===== config.mk =====
export PLATFORM = sky130hd
export DESIGN_NAME = gtio_top
export DESIGN_NICKNAME = d
export VERILOG_FILES = /design/src/verilog/gtio_div.v /design/src/verilog/gtio_top.v
export VERILOG_INCLUDE_DIRS = /design/src /design/src/pkg
export SDC_FILE = /design/constraint.sdc
export NUM_CORES = 1
export LEC_CHECK = 0
export ABC_AREA = 1
export ABC_CLOCK_PERIOD_IN_PS = 4500
export BUFFER_PORTS_ARGS = -buffer_cell sky130_fd_sc_hd__buf_4
export CAP_MARGIN = 20
export CORE_MARGIN = 10
export CORE_UTILIZATION = 30
export CTS_CLUSTER_DIAMETER = 120
export DETAILED_ROUTE_END_ITERATION = 10
export SLEW_MARGIN = 20
export SYNTH_ARGS = -nofsm -noshare
export SYNTH_HDL_FRONTEND = slang
export SYNTH_HIERARCHICAL = 1
export SYNTH_SLANG_ARGS = --single-unit

===== constraint.sdc =====
create_clock -name pclk -period 4.5 [get_ports pclk]
set_input_delay 0 -clock pclk [delete_from_list [all_inputs] [get_ports pclk]]
set_output_delay 0 -clock pclk [all_outputs]
set_load 0.01 [all_outputs]

===== src/pkg/gtio_consts.vh =====
// Constants for the GPS timing and interface logic
`ifndef GTIO_CONSTS_VH
`define GTIO_CONSTS_VH
// ******************************
// Register offsets (bytes)
// ******************************
`define GTIO_A_CTRL    12'h000
`define GTIO_A_STATUS  12'h004
`define GTIO_A_IRQ     12'h008
`define GTIO_A_MASK    12'h00c
`define GTIO_A_SECS    12'h010
`define GTIO_A_POPSEC  12'h014
`define GTIO_A_POPFRAC 12'h018
`define GTIO_A_POPWID  12'h01c
`define GTIO_A_EVSEC   12'h020
`define GTIO_A_EVFRAC  12'h024
`define GTIO_A_SURVEY  12'h028
// ******************************
// Control fields
// ******************************
`define GTIO_C_FSEL_LO 0
`define GTIO_C_FSEL_HI 2
`define GTIO_C_EVPOL   3
`define GTIO_C_POPPOL  4
`define GTIO_C_POPARM  5
`define GTIO_C_AUTOSV  6
`define GTIO_CTRL_RST  32'h0000_0000
// ******************************
// Frequency selector codes
// ******************************
`define GTIO_F_1K    3'h0
`define GTIO_F_10K   3'h1
`define GTIO_F_100K  3'h2
`define GTIO_F_1M    3'h3
`define GTIO_F_5M    3'h4
`define GTIO_F_10M   3'h5
`define GTIO_F_PPS   3'h6
// ******************************
// Interrupt bits
// ******************************
`define GTIO_I_PPS  0
`define GTIO_I_EV   1
`define GTIO_I_POP  2
`define GTIO_I_OVF  3
`define GTIO_I_SURV 4
// ******************************
// Timing
// ******************************
`define GTIO_PCLK_HZ    50000000
`define GTIO_REF_HZ     10000000
`define GTIO_PPS_FRAC   100
`define GTIO_TICK_NS    100
`define GTIO_SURVEY_CNT 10000
`endif


===== src/verilog/gtio_div.v =====
// Coherent divider producing a square wave from the reference tick
`timescale 1ns/1ps
module gtio_div #(
  parameter HALF = 5
) (
  pclk,
  presetn,
  tick,
  sync,
  wave
);
  input             pclk;
  input             presetn;
  input             tick;
  input             sync;
  output reg        wave;
  reg        [23:0] cnt_q;

  // Toggle every HALF reference ticks, realigned on each second pulse
  always @(posedge pclk or negedge presetn) begin
    if (!presetn) begin
      cnt_q <= 24'h000000;
      wave  <= 1'b0;
    end else if (sync) begin
      cnt_q <= 24'h000000;
      wave  <= 1'b1;
    end else if (tick) begin
      if (cnt_q == HALF - 1) begin
        cnt_q <= 24'h000000;
        wave  <= ~wave;
      end else begin
        cnt_q <= cnt_q + 24'h000001;
      end
    end
  end
endmodule


===== src/verilog/gtio_top.v =====
// Timing and interface logic: rate output, second pulse, event tags, programmed pulse
`timescale 1ns/1ps
`include "gtio_consts.vh"
module gtio_top #(
  parameter CLK_HZ   = 50000000,
  parameter EV_DEPTH = 8,
  parameter EV_AW    = 3
) (
  input  wire        pclk,
  input  wire        presetn,
  input  wire        psel,
  input  wire        penable,
  input  wire        pwrite,
  input  wire [11:0] paddr,
  input  wire [31:0] pwdata,
  output reg  [31:0] prdata,
  output wire        pready,
  output wire        pslverr,
  input  wire        event_in,
  input  wire        fix_valid,
  input  wire [31:0] stored_ctrl,
  output reg         pps_out,
  output reg         frequency_selector,
  output reg         pop_out,
  output wire        irq
);
  // ******************************
  // Reference tick and second
  // ******************************
  // CLK_HZ counts pclk cycles per second; the tick divisor follows the fixed clock
  // ratio, so a shortened second still keeps the 100 ns tick
  localparam TICK_DIV  = `GTIO_PCLK_HZ / `GTIO_REF_HZ;
  localparam SEC_TICKS = CLK_HZ / TICK_DIV;
  localparam PPS_TICKS = SEC_TICKS / `GTIO_PPS_FRAC;
  reg [7:0]  pre_q;
  reg [23:0] frac_q;
  reg [31:0] secs_q;
  // One tick per 100 ns; the second ends on the last tick of the count
  wire tick = (pre_q == TICK_DIV - 1);
  wire sec_end = tick && (frac_q == SEC_TICKS - 1);

  // Reference tick every 100 ns, fraction counter and second count
  always @(posedge pclk or negedge presetn) begin
    if (!presetn) begin
      pre_q  <= 8'h00;
      frac_q <= 24'h000000;
      secs_q <= 32'h0000_0000;
    end else begin
      pre_q <= tick ? 8'h00 : pre_q + 8'h01;
      if (sec_end) begin
        frac_q <= 24'h000000;
        secs_q <= secs_q + 32'h0000_0001;
      end else if (tick) begin
        frac_q <= frac_q + 24'h000001;
      end
    end
  end

  // Second pulse high for the first 10 ms of each second
  always @(posedge pclk or negedge presetn) begin
    if (!presetn) pps_out <= 1'b0;
    else pps_out <= (frac_q < PPS_TICKS);
  end

  // ******************************
  // Registers and bus
  // ******************************
  // Writable state; the pulse time and width are lost on reset
  reg [31:0] ctrl_q;
  reg [4:0]  irq_q;
  reg [4:0]  mask_q;
  reg [31:0] pop_sec_q;
  reg [23:0] pop_frac_q;
  reg [23:0] pop_wid_q;
  reg        boot_q;
  // Access phase decode; zero wait, so every access completes in one cycle
  wire wr = psel && penable && pwrite;
  wire rd = psel && penable && !pwrite;
  assign pready  = 1'b1;
  assign pslverr = 1'b0;
  // Rate code from the control word
  wire [2:0] fsel = ctrl_q[`GTIO_C_FSEL_HI:`GTIO_C_FSEL_LO];

  // ******************************
  // Rate output
  // ******************************
  wire w1k, w10k, w100k, w1m, w5m;
  // Decade dividers, all realigned on the second so their edges share its phase
  gtio_div #(.HALF(5000)) u_d1k (
    .pclk    (pclk),
    .presetn (presetn),
    .tick    (tick),
    .sync    (sec_end),
    .wave    (w1k)
  );
  gtio_div #(.HALF(500)) u_d10k (
    .pclk    (pclk),
    .presetn (presetn),
    .tick    (tick),
    .sync    (sec_end),
    .wave    (w10k)
  );
  gtio_div #(.HALF(50)) u_d100k (
    .pclk    (pclk),
    .presetn (presetn),
    .tick    (tick),
    .sync    (sec_end),
    .wave    (w100k)
  );
  gtio_div #(.HALF(5)) u_d1m (
    .pclk    (pclk),
    .presetn (presetn),
    .tick    (tick),
    .sync    (sec_end),
    .wave    (w1m)
  );
  reg w5m_q;
  reg w10m_q;
  assign w5m = w5m_q;

  // 10 MHz follows the tick phase, 5 MHz toggles on each tick
  // Both come straight off the tick counter, so no divider instance is needed
  always @(posedge pclk or negedge presetn) begin
    if (!presetn) begin
      w10m_q <= 1'b0;
      w5m_q  <= 1'b0;
    end else begin
      w10m_q <= (pre_q < TICK_DIV / 2);
      if (sec_end) w5m_q <= 1'b1;
      else if (tick) w5m_q <= ~w5m_q;
    end
  end

  // One source per rate code drives the selectable output; the unused code 7 drives it low
  always @(posedge pclk or negedge presetn) begin
    if (!presetn) frequency_selector <= 1'b0;
    else begin
      case (fsel)
        `GTIO_F_1K:   frequency_selector <= w1k;
        `GTIO_F_10K:  frequency_selector <= w10k;
        `GTIO_F_100K: frequency_selector <= w100k;
        `GTIO_F_1M:   frequency_selector <= w1m;
        `GTIO_F_5M:   frequency_selector <= w5m;
        `GTIO_F_10M:  frequency_selector <= w10m_q;
        `GTIO_F_PPS:  frequency_selector <= pps_out;
        default:      frequency_selector <= 1'b0;
      endcase
    end
  end

  // ******************************
  // Event time-tagger
  // ******************************
  // Pin level passes three flops; a change counts once the last two agree
  reg [2:0] ev_s_q;
  reg       ev_last_q;
  wire ev_lvl = ev_s_q[2];
  wire ev_agree = (ev_s_q[1] == ev_s_q[2]);
  wire ev_act = ev_lvl ^ ctrl_q[`GTIO_C_EVPOL];
  // An event is a settled level change into the active sense; tracking the
  // level, not the active state, keeps a polarity change from faking an edge
  wire ev_hit = ev_agree && (ev_lvl != ev_last_q) && ev_act;
  reg [55:0] ev_mem [0:EV_DEPTH-1];
  reg [EV_AW:0] wp_q;
  reg [EV_AW:0] rp_q;
  wire ev_empty = (wp_q == rp_q);
  wire ev_full = (wp_q[EV_AW-1:0] == rp_q[EV_AW-1:0]) && (wp_q[EV_AW] != rp_q[EV_AW]);
  // Reading the fraction word retires the head entry
  wire [55:0] ev_head = ev_mem[rp_q[EV_AW-1:0]];
  wire ev_pop = rd && (paddr == `GTIO_A_EVFRAC) && !ev_empty;

  // Three-stage synchroniser and edge of the selected sense
  always @(posedge pclk or negedge presetn) begin
    if (!presetn) begin
      ev_s_q    <= 3'h0;
      ev_last_q <= 1'b0;
    end else begin
      ev_s_q <= {ev_s_q[1:0], event_in};
      if (ev_agree) ev_last_q <= ev_lvl;
    end
  end

  // Event buffer, full buffer keeps older stamps and flags overflow
  always @(posedge pclk or negedge presetn) begin
    if (!presetn) begin
      wp_q <= {(EV_AW+1){1'b0}};
      rp_q <= {(EV_AW+1){1'b0}};
    end else begin
      if (ev_hit && !ev_full) wp_q <= wp_q + 1'b1;
      if (ev_pop) rp_q <= rp_q + 1'b1;
    end
  end

  always @(posedge pclk) begin
    if (ev_hit && !ev_full) ev_mem[wp_q[EV_AW-1:0]] <= {secs_q, frac_q};
  end

  // ******************************
  // Programmed pulse
  // ******************************
  // Pulse states: idle, waiting for the set time, driving the pulse
  localparam P_IDLE = 2'd0;
  localparam P_ARM  = 2'd1;
  localparam P_FIRE = 2'd2;
  reg [1:0]  pst_q;
  reg [23:0] pcnt_q;
  // The arm bit is a strobe: it is never kept in the control word
  wire arm_wr = wr && (paddr == `GTIO_A_CTRL) && pwdata[`GTIO_C_POPARM];
  wire pop_done = (pst_q == P_FIRE) && tick && (pcnt_q == pop_wid_q - 24'h000001);

  // Arm, match the second and fraction, hold for the width, then idle
  always @(posedge pclk or negedge presetn) begin
    if (!presetn) begin
      pst_q   <= P_IDLE;
      pcnt_q  <= 24'h000000;
      pop_out <= 1'b0;
    end else begin
      case (pst_q)
        P_IDLE: if (arm_wr) pst_q <= P_ARM;
        P_ARM: begin
          if (tick && secs_q == pop_sec_q && frac_q == pop_frac_q) begin
            pst_q  <= P_FIRE;
            pcnt_q <= 24'h000000;
          end
        end
        P_FIRE: begin
          if (pop_done) pst_q <= P_IDLE;
          else if (tick) pcnt_q <= pcnt_q + 24'h000001;
        end
        default: pst_q <= P_IDLE;
      endcase
      pop_out <= ctrl_q[`GTIO_C_POPPOL] ^ (pst_q == P_FIRE);
    end
  end

  // ******************************
  // Auto-survey
  // ******************************
  // Fix counter for the survey; static mode latches until reset
  reg [13:0] sv_q;
  reg        static_q;
  wire sv_done = ctrl_q[`GTIO_C_AUTOSV] && !static_q && fix_valid &&
                 (sv_q == `GTIO_SURVEY_CNT - 1);

  // Count fixes, then enter static timing
  always @(posedge pclk or negedge presetn) begin
    if (!presetn) begin
      sv_q     <= 14'h0000;
      static_q <= 1'b0;
    end else if (!ctrl_q[`GTIO_C_AUTOSV]) begin
      sv_q <= 14'h0000;
    end else if (sv_done) begin
      static_q <= 1'b1;
    end else if (fix_valid && !static_q) begin
      sv_q <= sv_q + 14'h0001;
    end
  end

  // ******************************
  // Register writes and interrupts
  // ******************************
  // Event sources in interrupt bit order: survey, overflow, pulse, event, second
  wire [4:0] ev_set = {sv_done, ev_hit && ev_full, pop_done, ev_hit, sec_end};

  // Stored configuration loads once after reset; set beats write-one clear
  always @(posedge pclk or negedge presetn) begin
    if (!presetn) begin
      ctrl_q     <= `GTIO_CTRL_RST;
      boot_q     <= 1'b1;
      irq_q      <= 5'h00;
      mask_q     <= 5'h00;
      pop_sec_q  <= 32'h0000_0000;
      pop_frac_q <= 24'h000000;
      pop_wid_q  <= 24'h000001;
    end else begin
      boot_q <= 1'b0;
      if (boot_q) ctrl_q <= stored_ctrl & 32'hffff_ffdf;
      else if (wr && paddr == `GTIO_A_CTRL) ctrl_q <= pwdata & 32'hffff_ffdf;
      if (wr && paddr == `GTIO_A_MASK) mask_q <= pwdata[4:0];
      if (wr && paddr == `GTIO_A_POPSEC) pop_sec_q <= pwdata;
      if (wr && paddr == `GTIO_A_POPFRAC) pop_frac_q <= pwdata[23:0];
      if (wr && paddr == `GTIO_A_POPWID) pop_wid_q <= (pwdata[23:0] == 24'h0) ? 24'h1 :
                                                      pwdata[23:0];
      irq_q <= (irq_q & ~((wr && paddr == `GTIO_A_IRQ) ? pwdata[4:0] : 5'h00)) | ev_set;
    end
  end
  // Level interrupt, high while any unmasked status bit is set
  assign irq = |(irq_q & mask_q);

  // Read data mux; unmapped offsets read as zero
  always @* begin
    case (paddr)
      `GTIO_A_CTRL:    prdata = ctrl_q;
      `GTIO_A_STATUS:  prdata = {24'h0, static_q, pst_q, ev_full, ev_empty, 3'h0} >> 3;
      `GTIO_A_IRQ:     prdata = {27'h0, irq_q};
      `GTIO_A_MASK:    prdata = {27'h0, mask_q};
      `GTIO_A_SECS:    prdata = secs_q;
      `GTIO_A_POPSEC:  prdata = pop_sec_q;
      `GTIO_A_POPFRAC: prdata = {8'h0, pop_frac_q};
      `GTIO_A_POPWID:  prdata = {8'h0, pop_wid_q};
      `GTIO_A_EVSEC:   prdata = ev_head[55:24];
      `GTIO_A_EVFRAC:  prdata = {8'h0, ev_head[23:0]};
      `GTIO_A_SURVEY:  prdata = {18'h0, sv_q};
      default:         prdata = 32'h0000_0000;
    endcase
  end
endmodule

==> reports/qor.json <==
{
  "critical_path_capture_point_type": "output pin",
  "finalMaxSlewViolations": 0,
  "critPathLaunch": "rp_q[1]",
  "synth.top_cell.area_share_pct": 35.0,
  "list_of_cells_traversed_by_the_critical_path": "buf_4 -> buf_4 -> o21ai_0 -> o21ai_0 -> o21ai_0 -> o2111ai_1 -> buf_4",
  "synthMostInstantiatedCell": "sky130_fd_sc_hd__nand2_1",
  "half_perimeter_wire_length_after_placement_mm": 80.1,
  "initial_core_util_pct": 30.2,
  "max-clock-path-buffers": 3,
  "setup_slack_of_the_worst_register_to_register_path_ns": 1.17,
  "worstSetupPathDepth": 7,
  "fmax_mhz": 260,
  "post_layout_instance_count_excluding_filler_cells": 5982,
  "drt_pre_antenna_iters": 6,
  "core.rowCount": 131,
  "cts_max_level": 3,
  "placement.io_buffers": 117,
  "die_height_um": 378,
  "cts-buffers-inserted": 84,
  "antenna_found_initial": 5,
  "vdd_ir_drop_max_uv": 243,
  "crit_type": "flop to output pin",
  "horizontal_die_dimension_um": 378,
  "ys_types": 66,
  "syn-mean-instance-area_um2": 9.47,
  "die-area_um2": 143000,
  "routed_via_density": 5.12,
  "detail_route.drc_violations": 0,
  "cts.root.buffer_cell": "sky130_fd_sc_hd__clkbuf_16",
  "clk_latency_ns": 0.67,
  "drt.antenna.violating_nets": 0,
  "timing.critical_path.max_delay_family": "buffers and inverters",
  "number_of_flops_mapped_to_enable_cells_by_yosys": 448,
  "synthesis.instances": 4057,
  "cts_post_setup_buffers_inserted": 0,
  "finish.net_count": 4346,
  "crit_path_start_kind": "flop",
  "relSlewSlack_pct": 22.7,
  "worst-path-buf-inv": 3,
  "run_status": "finished, final reports clean",
  "global_route.usage.total_pct": 16.6,
  "flow.area_growth_from_synthesis_pct": 17.7,
  "worst_ep_required_time_ns": 4.50,
  "yosysTopAreaCell": "sky130_fd_sc_hd__edfxtp_1",
  "core_um2": 127000,
  "worst_path_largest_cell_delay_ns": 0.78,
  "ys_seq_elements": 792,
  "layout-drive-gt1-share_pct": 11.8,
  "synth.top_cells.by_area": "sky130_fd_sc_hd__edfxtp_1 35%, sky130_fd_sc_hd__dfrtp_1 22%, sky130_fd_sc_hd__nand2_1 7.3%",
  "layout_min_cycle_time_ns": 3.84,
  "first_iter_violations": 3211,
  "num-fill-cells": 12700,
  "rr_startpoint": "pre_q[1]",
  "ys_dominant_reg_cell": "sky130_fd_sc_hd__edfxtp_1",
  "yosysWarnings": 6,
  "hold_viol": 0,
  "rsz0062_at_grt": "false",
  "max_fo_critical_path": 75,
  "cap_violations": 0,
  "total_leakage_power_nw": 17.9,
  "global_route_wire_length_before_repair_mm": 184,
  "tritoncts_sink_count": 792,
  "timing.reg2reg.worst_path_depth": 14,
  "synth_async_sr_flop_share_pct": 43.4,
  "synth_area_um2": 38400,
  "power_density_over_cell_area_nw_per_um2": 353,
  "tritoncts": "yes",
  "finalWeightedCongestion": 0.948,
  "io_pins": 121,
  "routed_wl_mm": 122,
  "critical_path.reg2reg.endpoint": "u_d1k/cnt_q[9]",
  "routed_wire_length_per_instance_um": 20.4,
  "dr_total_vias": 30700,
  "finalClockSkew_ns": 0.0388,
  "worst-slew-pin-transition_ns": 1.16,
  "hold_path_class": "primary input to flop",
  "first_global_vias": 29400,
  "crit_slowest_cell": "sky130_fd_sc_hd__buf_4",
  "yosysSeqAreaShare_pct": 57.4,
  "min_period_over_period_pct": 85.4,
  "worstPathArrival_ns": 3.84,
  "grt_overflow": 0,
  "synthTopCellsByCount": "744 x sky130_fd_sc_hd__nand2_1, 638 x sky130_fd_sc_hd__nor2_1, 448 x sky130_fd_sc_hd__edfxtp_1",
  "hold_path_origin": "event_in",
  "final.setup.tns_ns": 0,
  "setup_violations": 0,
  "grt_start_max_net_pins": 197,
  "endpoint": "prdata[9]",
  "clk_transition_reported_paths_ns": 0.06,
  "placed_cells": 5724
}
-- cells in the final DEF, fill, tap and decap left out, drive strengths merged, types with 18 or more instances in the layout --
master	instances
xor2	102
nand3	202
nor3	66
nor2	717
o22ai	28
edfxtp	448
o221a	18
nand2	784
buf	167
a31oi	21
a21oi	41
clkbuf	114
a221oi	27
xnor2	59
clkinv	37
nand4	69
nor4	26
dfrtp	342
o21ai	412
dlygate4sd3	98
inv	330
o221ai	88
-- final cells by class --
cell class	count	area (um^2)	share of cell area, %
diodes	2	5.00	0.0111
clock buffers	114	2410	5.33
clock inverters	44	502	1.11
inverters	334	1270	2.80
multi-input cells	2769	14500	32.0
flip-flops and latches	792	22100	48.8
well taps	1662	2080	4.60
repair buffers	265	2410	5.34
-- metrics by stage --
step | cell area (um^2) | hold slack (ns) | power [mW] | setup WS (ns) | utilization, %
after global placement | 41300 | 0.111 | 8.75 | 1.20 | 32.4
final | 45200 | 0.0375 | 16.0 | 0.659 | 35.5
after detailed placement | 41300 | 0.114 | 8.77 | 1.21 | 32.4
after floorplan | 38400 | -0.296 | 8.37 | 0.299 | -
after global routing | 45200 | 0.00969 | 16.5 | 0.495 | 35.5
after CTS | 45200 | 0.00110 | 16.1 | 0.670 | 35.5
-- power breakdown --
group / total, mW / switching, mW / leakage (nW) / internal [mW]
Sequential: 7.95 / 0.0827 / 9.24 / 7.87
Clock: 7.26 / 3.01 / 1.42 / 4.24
Combinational: 0.748 / 0.513 / 7.19 / 0.236
Total: 16.0 / 3.61 / 17.9 / 12.3
-- state kept, by name, summed over array words and instances (netlist names), 5 cells and up --
name / flops
pop_wid_q: 24
ev_mem: 448
pop_frac_q: 24
irq_q: 5
sv_q: 14
u_d1k/cnt_q: 24
ctrl_q: 31
secs_q: 32
pre_q: 8
pcnt_q: 24
mask_q: 5
u_d100k/cnt_q: 24
u_d1m/cnt_q: 24
pop_sec_q: 32
u_d10k/cnt_q: 24
frac_q: 24
-- routing by layer --
| metal | up-vias | GRT usage [%] | share of wire [%] |
|---|---|---|---|
| li1 | 14300 | - | - |
| met1 | 15000 | 22.1 | 43 |
| met2 | 1083 | 26.6 | 46 |
| met3 | 244 | 3.06 | 6.6 |
| met4 | 6 | 6.49 | 4.2 |
| met5 | - | 0 | 0.028 |
-- worst register-to-register path: cells and delay by family, from the launching register on --
kind | cells | cell delay, ns
adder cells (fa/ha/maj) | 1 | 0.13
flip-flops | 1 | 0.41
AND/OR/NAND/NOR | 8 | 1.60
buffers and inverters | 5 | 1.06
-- worst min-delay path by stage --
stage	to	slack [ns]	depth (start not counted)
after floorplan	ctrl_q[0]	-0.30	0
after global placement	ev_s_q[0]	0.11	1
after detailed placement	ev_s_q[0]	0.11	1
after CTS	ev_s_q[0]	0.001	2
after global routing	ev_s_q[0]	0.01	2
final	ev_s_q[0]	0.04	2
-- cells by family (layout without fill, tap and decap cells) --
family                     Yosys count  after routing  share of synthesized area, %
AOI/OAI and AO/OA                  696            696                          11.2
xor gates and xnor gates           161            161                          3.67
adders and majority gates           17             17                         0.553
buffers and inverters              497            757                          5.16
DFF                                792            792                          57.4
muxes                                3              3                        0.0879
other                                2              5                        0.0195
and+or+nand+nor                   1889           1889                          21.9
-- timing repair --
item | in CTS | in global routing
endpoints found under the hold margin | 247 | 0
resized for setup | 0 | 0
hold buffers | 98 | 0
(Power assumes the default switching activity.)
